===== src/verilog/board_ctl_defines.svh =====
/*
  Offsets, field positions, reset values and timing counts for the board
  control block. Assumes a 125 MHz local clock.
*/
`ifndef BOARD_CTL_DEFINES_SVH
`define BOARD_CTL_DEFINES_SVH
`define CTL_OFFSET 8'h00
`define CTL_RESET 32'h0000383c
// word held through configuration: pending flag stays low until init ends
`define CTL_BOOT 32'h0000303c
// readable bits: the writable ones plus the calibration flag
`define CTL_RMASK 32'h00bf9fff
`define CTL_WMASK 32'h00bf8fff
`define BIT_IRQ 11
`define BIT_CAL_OK 12
`define BIT_SETTLED 13
`define BIT_FILL 14
`define BIT_INIT 15
`define BIT_UNSYNC 16
`define BIT_SYNC_CLR 17
`define BIT_CLK_SEL 18
`define BIT_LOWF 19
`define BIT_TTL 20
`define BIT_ARM 21
`define BIT_TRG_INV 23
`define BIT_SYNC 6
`define BIT_INITIATOR 5
`define THRESH_RESET 18'h3fffe
`define CLK_MHZ 125
`define EEPROM_MS 3
`define ROM_MS 300
`define LOGIC_MS 3
`define ADC_MS 5000
`define MS_CYC (`CLK_MHZ * 1000)
`endif


===== src/verilog/board_ctl_pkg.sv =====
/*
  Types for the board control block. Assumes the defines header exists.
*/
package board_ctl_pkg;
  typedef enum logic [5:0] {
    ST_IDLE = 6'b000001,
    ST_EEPROM = 6'b000010,
    ST_ROM = 6'b000100,
    ST_LOGIC = 6'b001000,
    ST_ADC = 6'b010000,
    ST_RUN = 6'b100000
  } cfg_state_t;
  typedef enum logic [1:0] {
    IN_DIFF = 2'h0,
    IN_RSVD = 2'h1,
    IN_GROUND = 2'h2,
    IN_VREF = 2'h3
  } input_mode_t;
endpackage


===== src/verilog/phase_timer_if.sv =====
/*
  Carrier between the sequencer and its phase timer.
  Assumes a single clock shared by both ends.
*/
`timescale 1ns/1ps
`default_nettype none
interface phase_timer_if;
  logic start;
  logic [31:0] load;
  logic done;
  modport ctl (output start, output load, input done);
  modport tmr (input start, input load, output done);
endinterface
`default_nettype wire


===== src/verilog/board_control.sv =====
/*
  Upper control word of the analog input board, its power-up configuration
  sequencer and software initialization. Assumes a simple register port
  (address, write strobe, read strobe) from the PCI target, and status
  inputs from the calibration, clock and buffer logic elsewhere.
*/
`timescale 1ns/1ps
`default_nettype none
`include "board_ctl_defines.svh"
module board_control #(
  parameter int EEPROM_CYC = `EEPROM_MS * `MS_CYC,
  parameter int ROM_CYC = `ROM_MS * `MS_CYC,
  parameter int LOGIC_CYC = `LOGIC_MS * `MS_CYC,
  parameter int ADC_CYC = `ADC_MS * `MS_CYC
) (
  input wire logic i_clk,
  input wire logic i_rst_n,
  input wire logic [7:0] i_addr,
  input wire logic i_wr,
  input wire logic i_rd,
  input wire logic [31:0] i_wdata,
  output logic [31:0] o_rdata,
  output logic o_retry,
  input wire logic i_irq_event,
  input wire logic i_cal_start,
  input wire logic i_cal_fail,
  input wire logic i_param_change,
  input wire logic i_clk_stable,
  input wire logic [17:0] i_fill_count,
  input wire logic [17:0] i_threshold,
  input wire logic i_gen_a_clk,
  input wire logic i_grp0_clk,
  input wire logic i_grp0_ext_clk,
  output logic o_irq,
  output logic o_pci_irq_en,
  output logic o_sync_scan,
  output logic o_converter_sync,
  output logic o_ext_sync_out,
  output logic o_buffer_clear,
  output logic o_clk_out,
  output logic o_low_freq_filter,
  output logic o_ttl_sync,
  output logic o_trig_armed,
  output logic o_trig_invert,
  output logic [1:0] o_input_function_field,
  output logic [1:0] o_span,
  output logic o_init_pulse,
  output logic [17:0] o_threshold_load,
  output logic [4:0] o_data_width_bits,
  output logic [7:0] o_rate_divisor,
  output logic o_groups_on_a,
  output logic o_initiator
);
  ////////////////////////////////////////////////////////////////////////////
  typedef struct packed {
    board_ctl_pkg::cfg_state_t st;
    logic [31:0] main_control_word;
    logic [31:0] rdata;
    logic retry;
    logic pci_irq_en;
    logic conv_sync;
    logic ext_sync;
    logic buf_clr;
    logic clk_out;
    logic init_pulse;
    logic soft_init;
    logic timer_start;
    logic [31:0] timer_load;
  } ctl_state_t;
  ctl_state_t s, next_s;
  phase_timer_if tif ();
  logic [2:0] clk_pins;
  logic gen_a_s, grp0_s, grp0_ext_s;
  logic [31:0] status_view;

  // generator clocks come from other domains, so resynchronise them
  sync_2ff #(.W(3)) u_sync (
    .i_clk(i_clk),
    .i_rst_n(i_rst_n),
    .i_d({i_gen_a_clk, i_grp0_clk, i_grp0_ext_clk}),
    .o_q(clk_pins)
  );
  assign gen_a_s = clk_pins[2];
  assign grp0_s = clk_pins[1];
  assign grp0_ext_s = clk_pins[0];

  phase_timer u_timer (
    .i_clk(i_clk),
    .i_rst_n(i_rst_n),
    .t(tif.tmr)
  );
  assign tif.start = s.timer_start;
  assign tif.load = s.timer_load;
  // span decode for width selection; codes 0 and 1 are both 2.5 V
  function automatic logic [1:0] span_code(input logic [1:0] f);
    span_code = (f == 2'h1) ? 2'h0 : f;
  endfunction

  ////////////////////////////////////////////////////////////////////////////
  // live status folded into the readable word; reserved bits stay zero
  always_comb begin
    status_view = s.main_control_word & `CTL_RMASK;
    status_view[`BIT_SETTLED] = !i_param_change && i_clk_stable;
    status_view[`BIT_FILL] = (i_fill_count > i_threshold);
  end

  // sequencer, register file and derived strobes
  always_comb begin
    logic wr_hit;
    logic [31:0] w;
    wr_hit = 1'b0;
    w = '0;
    next_s = s;
    next_s.timer_start = 1'b0;
    next_s.init_pulse = 1'b0;
    next_s.conv_sync = 1'b0;
    next_s.ext_sync = 1'b0;
    next_s.buf_clr = 1'b0;
    // retry while configuration runs through its first (EEPROM) phase only
    next_s.retry = (s.st == board_ctl_pkg::ST_EEPROM);
    case (s.st)
      board_ctl_pkg::ST_IDLE: begin
        next_s.st = board_ctl_pkg::ST_EEPROM;
        next_s.timer_start = 1'b1;
        next_s.timer_load = EEPROM_CYC;
        next_s.retry = 1'b1;
      end
      board_ctl_pkg::ST_EEPROM: begin
        if (tif.done) begin
          next_s.st = board_ctl_pkg::ST_ROM;
          next_s.timer_start = 1'b1;
          next_s.timer_load = ROM_CYC;
          next_s.retry = 1'b0;
        end
      end
      board_ctl_pkg::ST_ROM: begin
        if (tif.done) begin
          next_s.st = board_ctl_pkg::ST_LOGIC;
          next_s.timer_start = 1'b1;
          next_s.timer_load = LOGIC_CYC;
        end
      end
      board_ctl_pkg::ST_LOGIC: begin
        if (tif.done) begin
          // defaults restored; pci rom state is never touched here
          next_s.main_control_word = `CTL_BOOT;
          next_s.main_control_word[`BIT_INIT] = 1'b1;
          next_s.init_pulse = 1'b1;
          next_s.buf_clr = 1'b1;
          next_s.st = board_ctl_pkg::ST_ADC;
          next_s.timer_start = 1'b1;
          next_s.timer_load = ADC_CYC;
        end
      end
      board_ctl_pkg::ST_ADC: begin
        if (tif.done) begin
          next_s.st = board_ctl_pkg::ST_RUN;
          next_s.main_control_word[`BIT_INIT] = 1'b0;
          next_s.main_control_word[`BIT_IRQ] = 1'b1;
          if (!s.soft_init) begin
            next_s.pci_irq_en = 1'b0;
          end
          next_s.soft_init = 1'b0;
        end
      end
      board_ctl_pkg::ST_RUN: begin
      end
      default: begin
        next_s.st = board_ctl_pkg::ST_IDLE;
      end
    endcase
    // register port
    wr_hit = i_wr && (i_addr == `CTL_OFFSET) && !s.retry;
    if (i_rd) begin
      next_s.rdata = (i_addr == `CTL_OFFSET) ? status_view : 32'h0;
    end
    if (wr_hit && s.st == board_ctl_pkg::ST_RUN) begin
      w = i_wdata & `CTL_WMASK;
      next_s.main_control_word[`BIT_IRQ] = s.main_control_word[`BIT_IRQ]
        & w[`BIT_IRQ];
      next_s.main_control_word[`BIT_CAL_OK] = s.main_control_word[`BIT_CAL_OK];
      next_s.main_control_word[10:0] = w[10:0];
      next_s.main_control_word[`BIT_SYNC] = 1'b0;
      next_s.main_control_word[23:16] = w[23:16];
      next_s.main_control_word[`BIT_INIT] = 1'b0;
      if (w[`BIT_SYNC]) begin
        if (w[`BIT_SYNC_CLR]) begin
          next_s.buf_clr = 1'b1;
        end else begin
          next_s.conv_sync = 1'b1;
          next_s.ext_sync = w[`BIT_INITIATOR];
        end
      end
      if (w[`BIT_INIT]) begin
        next_s.main_control_word[`BIT_INIT] = 1'b1;
        next_s.soft_init = 1'b1;
        next_s.st = board_ctl_pkg::ST_LOGIC;
        next_s.timer_start = 1'b1;
        next_s.timer_load = LOGIC_CYC;
      end
    end
    // hardware events win over a host clear in the same cycle
    if (i_irq_event) begin
      next_s.main_control_word[`BIT_IRQ] = 1'b1;
    end
    if (i_cal_start) begin
      next_s.main_control_word[`BIT_CAL_OK] = 1'b1;
    end else if (i_cal_fail) begin
      next_s.main_control_word[`BIT_CAL_OK] = 1'b0;
    end
    // clock output mux, initiator mode only
    if (!s.main_control_word[`BIT_INITIATOR]) begin
      next_s.clk_out = 1'b0;
    end else if (s.main_control_word[`BIT_CLK_SEL]) begin
      next_s.clk_out = gen_a_s;
    end else begin
      next_s.clk_out = grp0_ext_s ? gen_a_s : grp0_s;
    end
  end

  always_ff @(posedge i_clk or negedge i_rst_n) begin
    if (!i_rst_n) begin
      s <= '0;
      s.st <= board_ctl_pkg::ST_IDLE;
      s.main_control_word <= `CTL_BOOT;
      s.retry <= 1'b1;
      s.timer_load <= 32'h1;
    end else begin
      s <= next_s;
    end
  end

  ////////////////////////////////////////////////////////////////////////////
  // outputs from the state flops, simple gates on them, or constants
  assign o_rdata = s.rdata;
  assign o_retry = s.retry;
  assign o_irq = s.main_control_word[`BIT_IRQ];
  assign o_pci_irq_en = s.pci_irq_en;
  assign o_sync_scan = !s.main_control_word[`BIT_UNSYNC];
  assign o_converter_sync = s.conv_sync;
  assign o_ext_sync_out = s.ext_sync;
  assign o_buffer_clear = s.buf_clr;
  assign o_clk_out = s.clk_out;
  assign o_low_freq_filter = s.main_control_word[`BIT_LOWF];
  assign o_ttl_sync = s.main_control_word[`BIT_TTL];
  assign o_trig_armed = s.main_control_word[`BIT_ARM];
  assign o_trig_invert = s.main_control_word[`BIT_ARM]
    & s.main_control_word[`BIT_TRG_INV];
  assign o_input_function_field = s.main_control_word[1:0];
  assign o_span = span_code(s.main_control_word[3:2]);
  assign o_init_pulse = s.init_pulse;
  assign o_threshold_load = `THRESH_RESET;
  assign o_data_width_bits = 5'h10;
  assign o_rate_divisor = 8'h05;
  assign o_groups_on_a = 1'b1;
  assign o_initiator = s.main_control_word[`BIT_INITIATOR];

  logic wr_sync_clr;

  assign wr_sync_clr = i_wr && i_addr == `CTL_OFFSET && !s.retry
    && s.st == board_ctl_pkg::ST_RUN && i_wdata[`BIT_SYNC]
    && i_wdata[`BIT_SYNC_CLR] && !i_wdata[`BIT_INIT];
endmodule
`default_nettype wire


===== src/verilog/phase_timer.sv =====
/*
  Down counter: start loads a cycle count, done pulses when it runs out.
  Assumes load is at least one.
*/
`timescale 1ns/1ps
`default_nettype none
module phase_timer (
  input wire logic i_clk,
  input wire logic i_rst_n,
  phase_timer_if.tmr t
);
  typedef struct packed {
    logic [31:0] cnt;
    logic busy;
    logic done;
  } tmr_state_t;
  tmr_state_t s, next_s;
  // count down; a fresh start overrides a running count
  always_comb begin
    next_s = s;
    next_s.done = 1'b0;
    if (t.start) begin
      next_s.cnt = t.load;
      next_s.busy = 1'b1;
    end else if (s.busy) begin
      if (s.cnt <= 32'h1) begin
        next_s.busy = 1'b0;
        next_s.done = 1'b1;
      end else begin
        next_s.cnt = s.cnt - 32'h1;
      end
    end
  end
  always_ff @(posedge i_clk or negedge i_rst_n) begin
    if (!i_rst_n) begin
      s <= '0;
    end else begin
      s <= next_s;
    end
  end
  assign t.done = s.done;
endmodule
`default_nettype wire


===== src/verilog/sync_2ff.sv =====
/*
  Two-flop synchroniser for pin levels. Assumes a slow-moving input.
*/
`timescale 1ns/1ps
`default_nettype none
module sync_2ff #(
  parameter int W = 1
) (
  input wire logic i_clk,
  input wire logic i_rst_n,
  input wire logic [W-1:0] i_d,
  output logic [W-1:0] o_q
);
  typedef struct packed {
    logic [W-1:0] a;
    logic [W-1:0] b;
  } sync_state_t;
  sync_state_t s, next_s;
  // first stage feeds only the second
  always_comb begin
    next_s.a = i_d;
    next_s.b = s.a;
  end
  always_ff @(posedge i_clk or negedge i_rst_n) begin
    if (!i_rst_n) begin
      s <= '0;
    end else begin
      s <= next_s;
    end
  end
  assign o_q = s.b;
endmodule
`default_nettype wire


===== config.mk =====
export PLATFORM = sky130hd
export DESIGN_NAME = board_control
export DESIGN_NICKNAME = d
export VERILOG_FILES = /design/src/verilog/board_ctl_pkg.sv /design/src/verilog/phase_timer_if.sv /design/src/verilog/board_control.sv /design/src/verilog/phase_timer.sv /design/src/verilog/sync_2ff.sv
export VERILOG_INCLUDE_DIRS = /design/src /design/src/verilog
export SDC_FILE = /design/constraint.sdc
export NUM_CORES = 1
export LEC_CHECK = 0
export BUFFER_PORTS_ARGS = -buffer_cell sky130_fd_sc_hd__buf_4
export CAP_MARGIN = 20
export CORE_MARGIN = 3
export CORE_UTILIZATION = 58
export CTS_CLUSTER_DIAMETER = 200
export CTS_CLUSTER_SIZE = 24
export DETAILED_ROUTE_END_ITERATION = 10
export PLACE_DENSITY = 0.86
export REMOVE_ABC_BUFFERS = 1
export SYNTH_ARGS = -nofsm -noshare
export SYNTH_HDL_FRONTEND = slang
export SYNTH_SLANG_ARGS = --single-unit

===== constraint.sdc =====
create_clock -name i_clk -period 6.65 [get_ports i_clk]
set_input_delay 1.33 -clock i_clk [delete_from_list [all_inputs] [get_ports i_clk]]
set_output_delay 1.33 -clock i_clk [all_outputs]
set_load 0.05 [all_outputs]

==> impl_metrics.tcl, run 1 <==
set metrics [dict create \
    routedWlPerCell_um 18.6 \
    synthTopCellsByArea "dfrtp_1, buf_4, nand2_1" \
    fin_setup_tns_ps 0 \
    cts_repair_resize_count 0 \
    critical_path_class "flop to flop" \
    cts.htree.levels 4 \
    final.min_clock_period_ps 3110 \
    drv_cap 0 \
    max_clock_freq_ghz 0.321 \
    cts_buffer_depth 2 \
    path_cells "buf_4, or4_1, nor3_1, nand4_1, nand2_1, inv_1, a22o_1" \
    hold_viol_final 0 \
    ir_worst_vdd_mv 0.192 \
    nets 887 \
    wl_um 17400 \
    place.gp.congestion 0.914 \
    firstDrtPassIters 8 \
    synth_top_area_share_pct 44.6 \
    grt_pass1_vias 5693 \
    die_h_um 114 \
    portBuffers 115 \
    core_um2 11100 \
    arrival_ps 3410 \
    ys_seq_area_share_pct 47.7 \
    required_ps 6950 \
    vias 5784 \
    drcViolationCount 0 \
    initial_utilization_pct 60.8 \
    synth_edf_count 0 \
    drv_slew 0 \
    cp_max_fo 40 \
    grt.total_usage_pct 27.5 \
    worst_slew_margin_rel_pct 31.6 \
    drive_above_1_share_pct 22.7 \
    fillers 738 \
    dp.cells 899 \
    async_reset_ff_share_pct 100 \
    grt_max_degree 73 \
    cts_sinks 128 \
    grt_pass1_wl_um 28200 \
    syn_to_final_growth_pct 17.5 \
    die_area_um2 12900 \
    die_x_um 114 \
    hold_path_class "flop to flop" \
    avgSynthCellArea_um2 9.63 \
    start_kind "flop" \
    clk_pin_slew_worst_paths_ps 60 \
    postCtsSetupBuffers 0 \
    cts_tree "built" \
    crit_buf_inv 2 \
    report.final.setup_viol 0 \
    ys.flop_type "dfrtp_1" \
    drtIter0Drc 546 \
    fin_cells 932 \
    clk_latency_ps 420 \
    ys_warn_count 0 \
    rsz0062_at_grt "no" \
    synth.cell_area_um2 6740 \
    dp_hpwl_um 11600 \
    cts-buffers-inserted 17 \
    cellLeakagePower_nw 3.84 \
    ant_nets 0 \
    root_buffer "clkbuf_16" \
    rows 38 \
    synth_top_area_cell "dfrtp_1" \
    synth_cell_types 67 \
    fin_worst_skew_ps 7.09 \
    num_antenna_cells 0 \
    status "complete, no violations" \
    synthCells 700 \
    cpLargestDelayFamily "simple AND/OR/NAND/NOR gates" \
    viasPerCell 6.21 \
    slowest_stage "nand4_1" \
    antenna_found_initial 0 \
    max_stage_delay_ps 550 \
    yosys_register_bits 128 \
    worst_pin_slew_ps 1020 \
    fin_crit_sh_pct 46.8 \
    ctsHoldBuffers 0 \
    p_per_area_nw_per_um2 236 \
    end_kind "flop" \
    grt-ovfl-total 0 \
    pin_count 170 \
]
==> path summary, 6_finish.rpt <==
| check | from | end | slack, ps | depth (start not counted) |
|---|---|---|---|---|
| max in group asynchronous | i_rst_n | o_rdata[11] | 4280 | 2 |
| setup / recovery | tif.start | u_timer.s[13] | 3540 | 7 |
| min in group asynchronous | i_rst_n | u_sync.next_s[0] | 950 | 1 |
| hold reg to reg | u_sync.next_s[1] | u_sync.o_q[1] | 350 | 0 |
| setup reg to reg | tif.start | u_timer.s[13] | 3540 | 7 |
| hold / removal | u_sync.next_s[1] | u_sync.o_q[1] | 350 | 0 |
==> metal layers <==
layer  routed length, µm  vias to the layer above  GRT usage (%)  part of all wire (%)
met5                   0                        -              0                     0
met4                 653                        0           13.5                   3.8
met3                1520                       70           5.68                   8.7
met2                8720                      397           46.1                    50
met1                6480                     2766           34.2                    37
li1                    -                     2551              -                     -
==> metrics by stage <==
step,util [%],setup slack [ps],instance area [µm²],hold WS [ps],power [W]
4_1_cts,71.2,3590,7890,354,0.00186
2_1_floorplan,-,3390,6220,331,0.000873
5_1_grt,71.5,3300,7920,357,0.00192
3_3_place_gp,65.8,3430,7290,336,0.000927
6_report,71.5,3540,7920,351,0.00187
3_5_place_dp,65.8,3390,7290,340,0.000932
==> worst register-to-register path, delay by kind of cell (launching register included) <==
kind	cells	cell delay, ps
buf+inv	2	480
simple gates	4	1900
flops	1	360
compound gates	1	250
==> cell families (layout without fill, tap and decap cells) <==
kind of cell	count (synthesis)	count (layout)	synth area share, %
and+or+nand+nor	249	249	19.7
xor gates and xnor gates	3	3	0.390
other	2	42	0.111
DFF	128	128	47.7
adders and majority gates	20	20	3.71
AOI/OAI and AO/OA	168	168	16.9
buffers and inverters	130	182	11.5
==> state kept, by name, summed over array words and instances, names as in the netlist <==
register	cells
u_timer.s	33
tif.load	32
o_rdata	23
s	19
u_sync.next_s	3
u_sync.o_q	3
o_input_function_field	2
o_buffer_clear	1
o_clk_out	1
o_converter_sync	1
o_ext_sync_out	1
o_init_pulse	1
o_initiator	1
o_irq	1
o_low_freq_filter	1
o_retry	1
o_trig_armed	1
o_ttl_sync	1
tif.start	1
u_timer.t.done	1
==> placed cells by master, fill, tap and decap left out, types with 5 or more instances in the layout <==
master	count
dfrtp_1	120
buf_4	119
nand2_1	71
nor2_1	46
o21ai_0	46
conb_1	42
inv_1	28
a21oi_1	27
a22o_1	22
ha_1	20
nand3_1	18
nor3_1	17
and3_1	17
clkbuf_16	17
nand4_1	14
o21a_1	14
nor4_1	10
a31oi_1	10
dfstp_2	8
nand2b_1	7
or4_1	7
and2_1	7
nor2b_1	6
o221a_2	6
inv_6	6
a22oi_1	5
a21o_1	5
o31ai_1	5
==> cell type report <==
| class | count | area, µm² | share of cell area, % |
|---|---|---|---|
| Multi-Input combinational cell | 482 | 2900 | 36.6 |
| Sequential cell | 128 | 3210 | 40.6 |
| Tap cell | 140 | 175 | 2.21 |
| Timing Repair Buffer | 120 | 921 | 11.6 |
| Inverter | 30 | 113 | 1.42 |
| Clock buffer | 17 | 425 | 5.37 |
| Clock inverter | 15 | 174 | 2.20 |
==> power by group <==
group	total (W)	leakage, nW	switching, W	internal [W]
clock network	0.000947	0.288	0.000383	0.000563
registers	0.000784	1.56	0.00000116	0.000782
logic	0.000135	2.00	0.0000938	0.0000411
==> synth_stat cells (6+ instances only) <==
cell	instances
ha_1	20
a31oi_1	10
nor4_1	10
and3_1	17
nor2_1	46
inv_1	28
o21ai_0	46
nand3_1	18
nor3_1	17
and2_1	7
nand2_1	71
clkbuf_1	22
nand2b_1	7
dfstp_2	8
buf_4	68
a22o_1	22
o21a_1	14
dfrtp_1	120
a21oi_1	27
nand4_1	14
nor2b_1	6
o221a_2	6
or4_1	7
No activity file was read; power rests on OpenSTA's default activity.
==> run 2, diff against run 1 <==
- CORE_UTILIZATION: 58 -> 49
- PLACE_DENSITY: 0.86 -> 0.77
- clock period: 6.65 -> 2.75 ns (I/O delays scaled with it)
==> impl_metrics.tcl, run 2 (same netlist as run 1, synthesis figures left out) <==
set metrics [dict create \
    slowest_stage "or4_1" \
    p_per_area_nw_per_um2 558 \
    rsz0062_at_grt "no" \
    fin_crit_sh_pct 87.6 \
    rrSetupSlack_ps 340 \
    register_area_um2 3210 \
    hold_path_class "input pin to async pin" \
    grt-ovfl-total 0 \
    grt.busiest_layer "met2" \
    worst_pin_slew_ps 710 \
    firstDrtPassIters 5 \
    required_ps 3060 \
    wl_um 16400 \
    rows 42 \
    ir_worst_vdd_mv 0.346 \
    fin_cells 982 \
    clkPwrFrac_pct 50.6 \
    final.min_clock_period_ps 2410 \
    total_power_w 0.00450 \
    routedWlPerCell_um 16.7 \
    report.final.setup_viol 0 \
    sequentialPowerShare_pct 42.2 \
    drcViolationCount 0 \
    end_kind "flop" \
    ff2ff_path_depth 5 \
    vias 5551 \
    cts_buffer_depth 2 \
    max_stage_delay_ps 550 \
    p_switching_w 0.00114 \
    die_x_um 123 \
    cts.htree.levels 4 \
    worst_slew_margin_rel_pct 52.6 \
    place.gp.congestion 0.908 \
    grt_pass1_vias 5320 \
    combPwrFrac_pct 7.2 \
    startpoint "u_timer.s[4]" \
    final_common_cell "buf_4" \
    core_um2 13300 \
    mostFrequentLayoutCells "buf_4, dfrtp_1, nand2_1" \
    grt_max_degree 57 \
    num_antenna_cells 0 \
    portBuffers 115 \
    largest_register "u_timer.s" \
    dp_hpwl_um 11500 \
    drtIter0Drc 554 \
    nets 901 \
    use_met3_pct 4.21 \
    crit_top_cell "nor3_1" \
    arrival_ps 2720 \
    status "complete, no violations" \
    crit_buf_inv 0 \
    ant_nets 0 \
    drv_slew 0 \
    fin_worst_skew_ps 9.36 \
    worstReg2RegEnd "u_timer.s[12]" \
    fin_setup_tns_ps 0 \
    cp_max_fo 18 \
    die_area_um2 15200 \
    fin_util_pct 60.4 \
    drive_above_1_share_pct 24.1 \
    gr-usage-met2_pct 37.6 \
    cellLeakagePower_nw 3.90 \
    cpLargestDelayFamily "simple AND/OR/NAND/NOR gates" \
    max_clock_freq_ghz 0.415 \
    root_buffer "clkbuf_16" \
    p_sw_share_pct 25.3 \
    clk_pin_slew_worst_paths_ps 60 \
    fillers 1075 \
    grt_pass1_wl_um 26200 \
    largest_reg_flops 33 \
    start_kind "flop" \
    grt_use_met1_pct 27.2 \
    initial_utilization_pct 50.5 \
    grt.total_usage_pct 21.9 \
    syn_to_final_growth_pct 19.7 \
    path_cells "or4_1, nor3_1, and4_2, nor3_1, o221a_2" \
    cts_repair_resize_count 0 \
    clk_latency_ps 420 \
    critical_path_class "flop to flop" \
    p_int_w 0.00336 \
    die_h_um 123 \
    cts_tree "built" \
    pin_count 170 \
    drv_cap 0 \
    cts-buffers-inserted 17 \
    ctsHoldBuffers 0 \
    cts_sinks 128 \
    viasPerCell 5.65 \
    multi_input_area_um2 2900 \
    dp.cells 950 \
    r2r-start "u_timer.s[4]" \
    postCtsSetupBuffers 0 \
    hold_viol_final 0 \
    antenna_found_initial 0 \
]
-- run 2: power groups by stage --
stage	clock (W)	combinational [W]	sequential (W)
2_1_floorplan	0	0.000175	0.00194
3_3_place_gp	0	0.000319	0.00193
3_5_place_dp	0	0.000327	0.00193
4_1_cts	0.00229	0.000328	0.00190
5_1_grt	0.00238	0.000353	0.00189
6_report	0.00228	0.000325	0.00190
-- run 2: routing by layer --
metal	part of all wire, %	vias to the layer above	wire, µm
met4	2.8	0	466
met5	0	-	0
li1	-	2583	-
met1	40	2664	6580
met3	7.1	43	1160
met2	50	261	8180
-- run 2: cell type report --
| class | count | share of cell area (%) |
|---|---|---|
| inverter | 30 | 1.40 |
| clock inverter | 15 | 2.17 |
| tap | 176 | 2.73 |
| timing repair buffer | 134 | 12.6 |
| sequential | 128 | 39.8 |
| multi-input combinational | 482 | 36.0 |
| clock buffer | 17 | 5.28 |
-- run 2: worst reg2reg max path, delay by kind of cell, from the launching register on --
| kind | cells | cell delay [ps] |
|---|---|---|
| compound gates | 1 | 250 |
| flops | 1 | 470 |
| simple gates | 4 | 1590 |
-- run 2: through the flow --
step / setup slack, ps / hold slack (ps) / cell area (µm²)
3_5_place_dp: 365 / 341 / 7460
5_1_grt: 211 / 147 / 8060
2_1_floorplan: 236 / 254 / 6220
6_report: 341 / 101 / 8060
4_1_cts: 356 / 120 / 8060
3_3_place_gp: 439 / 338 / 7460
-- run 2: worst max-delay path by stage --
stage                     cells after the start       endpoint  slack, ps
after detailed placement                      5  u_timer.s[12]        360
after global placement                        5  u_timer.s[12]        440
after floorplan                               5   tif.load[18]        240
after global routing                          5  u_timer.s[33]        210
after CTS                                     5  u_timer.s[12]        360
final                                         5  u_timer.s[12]        340
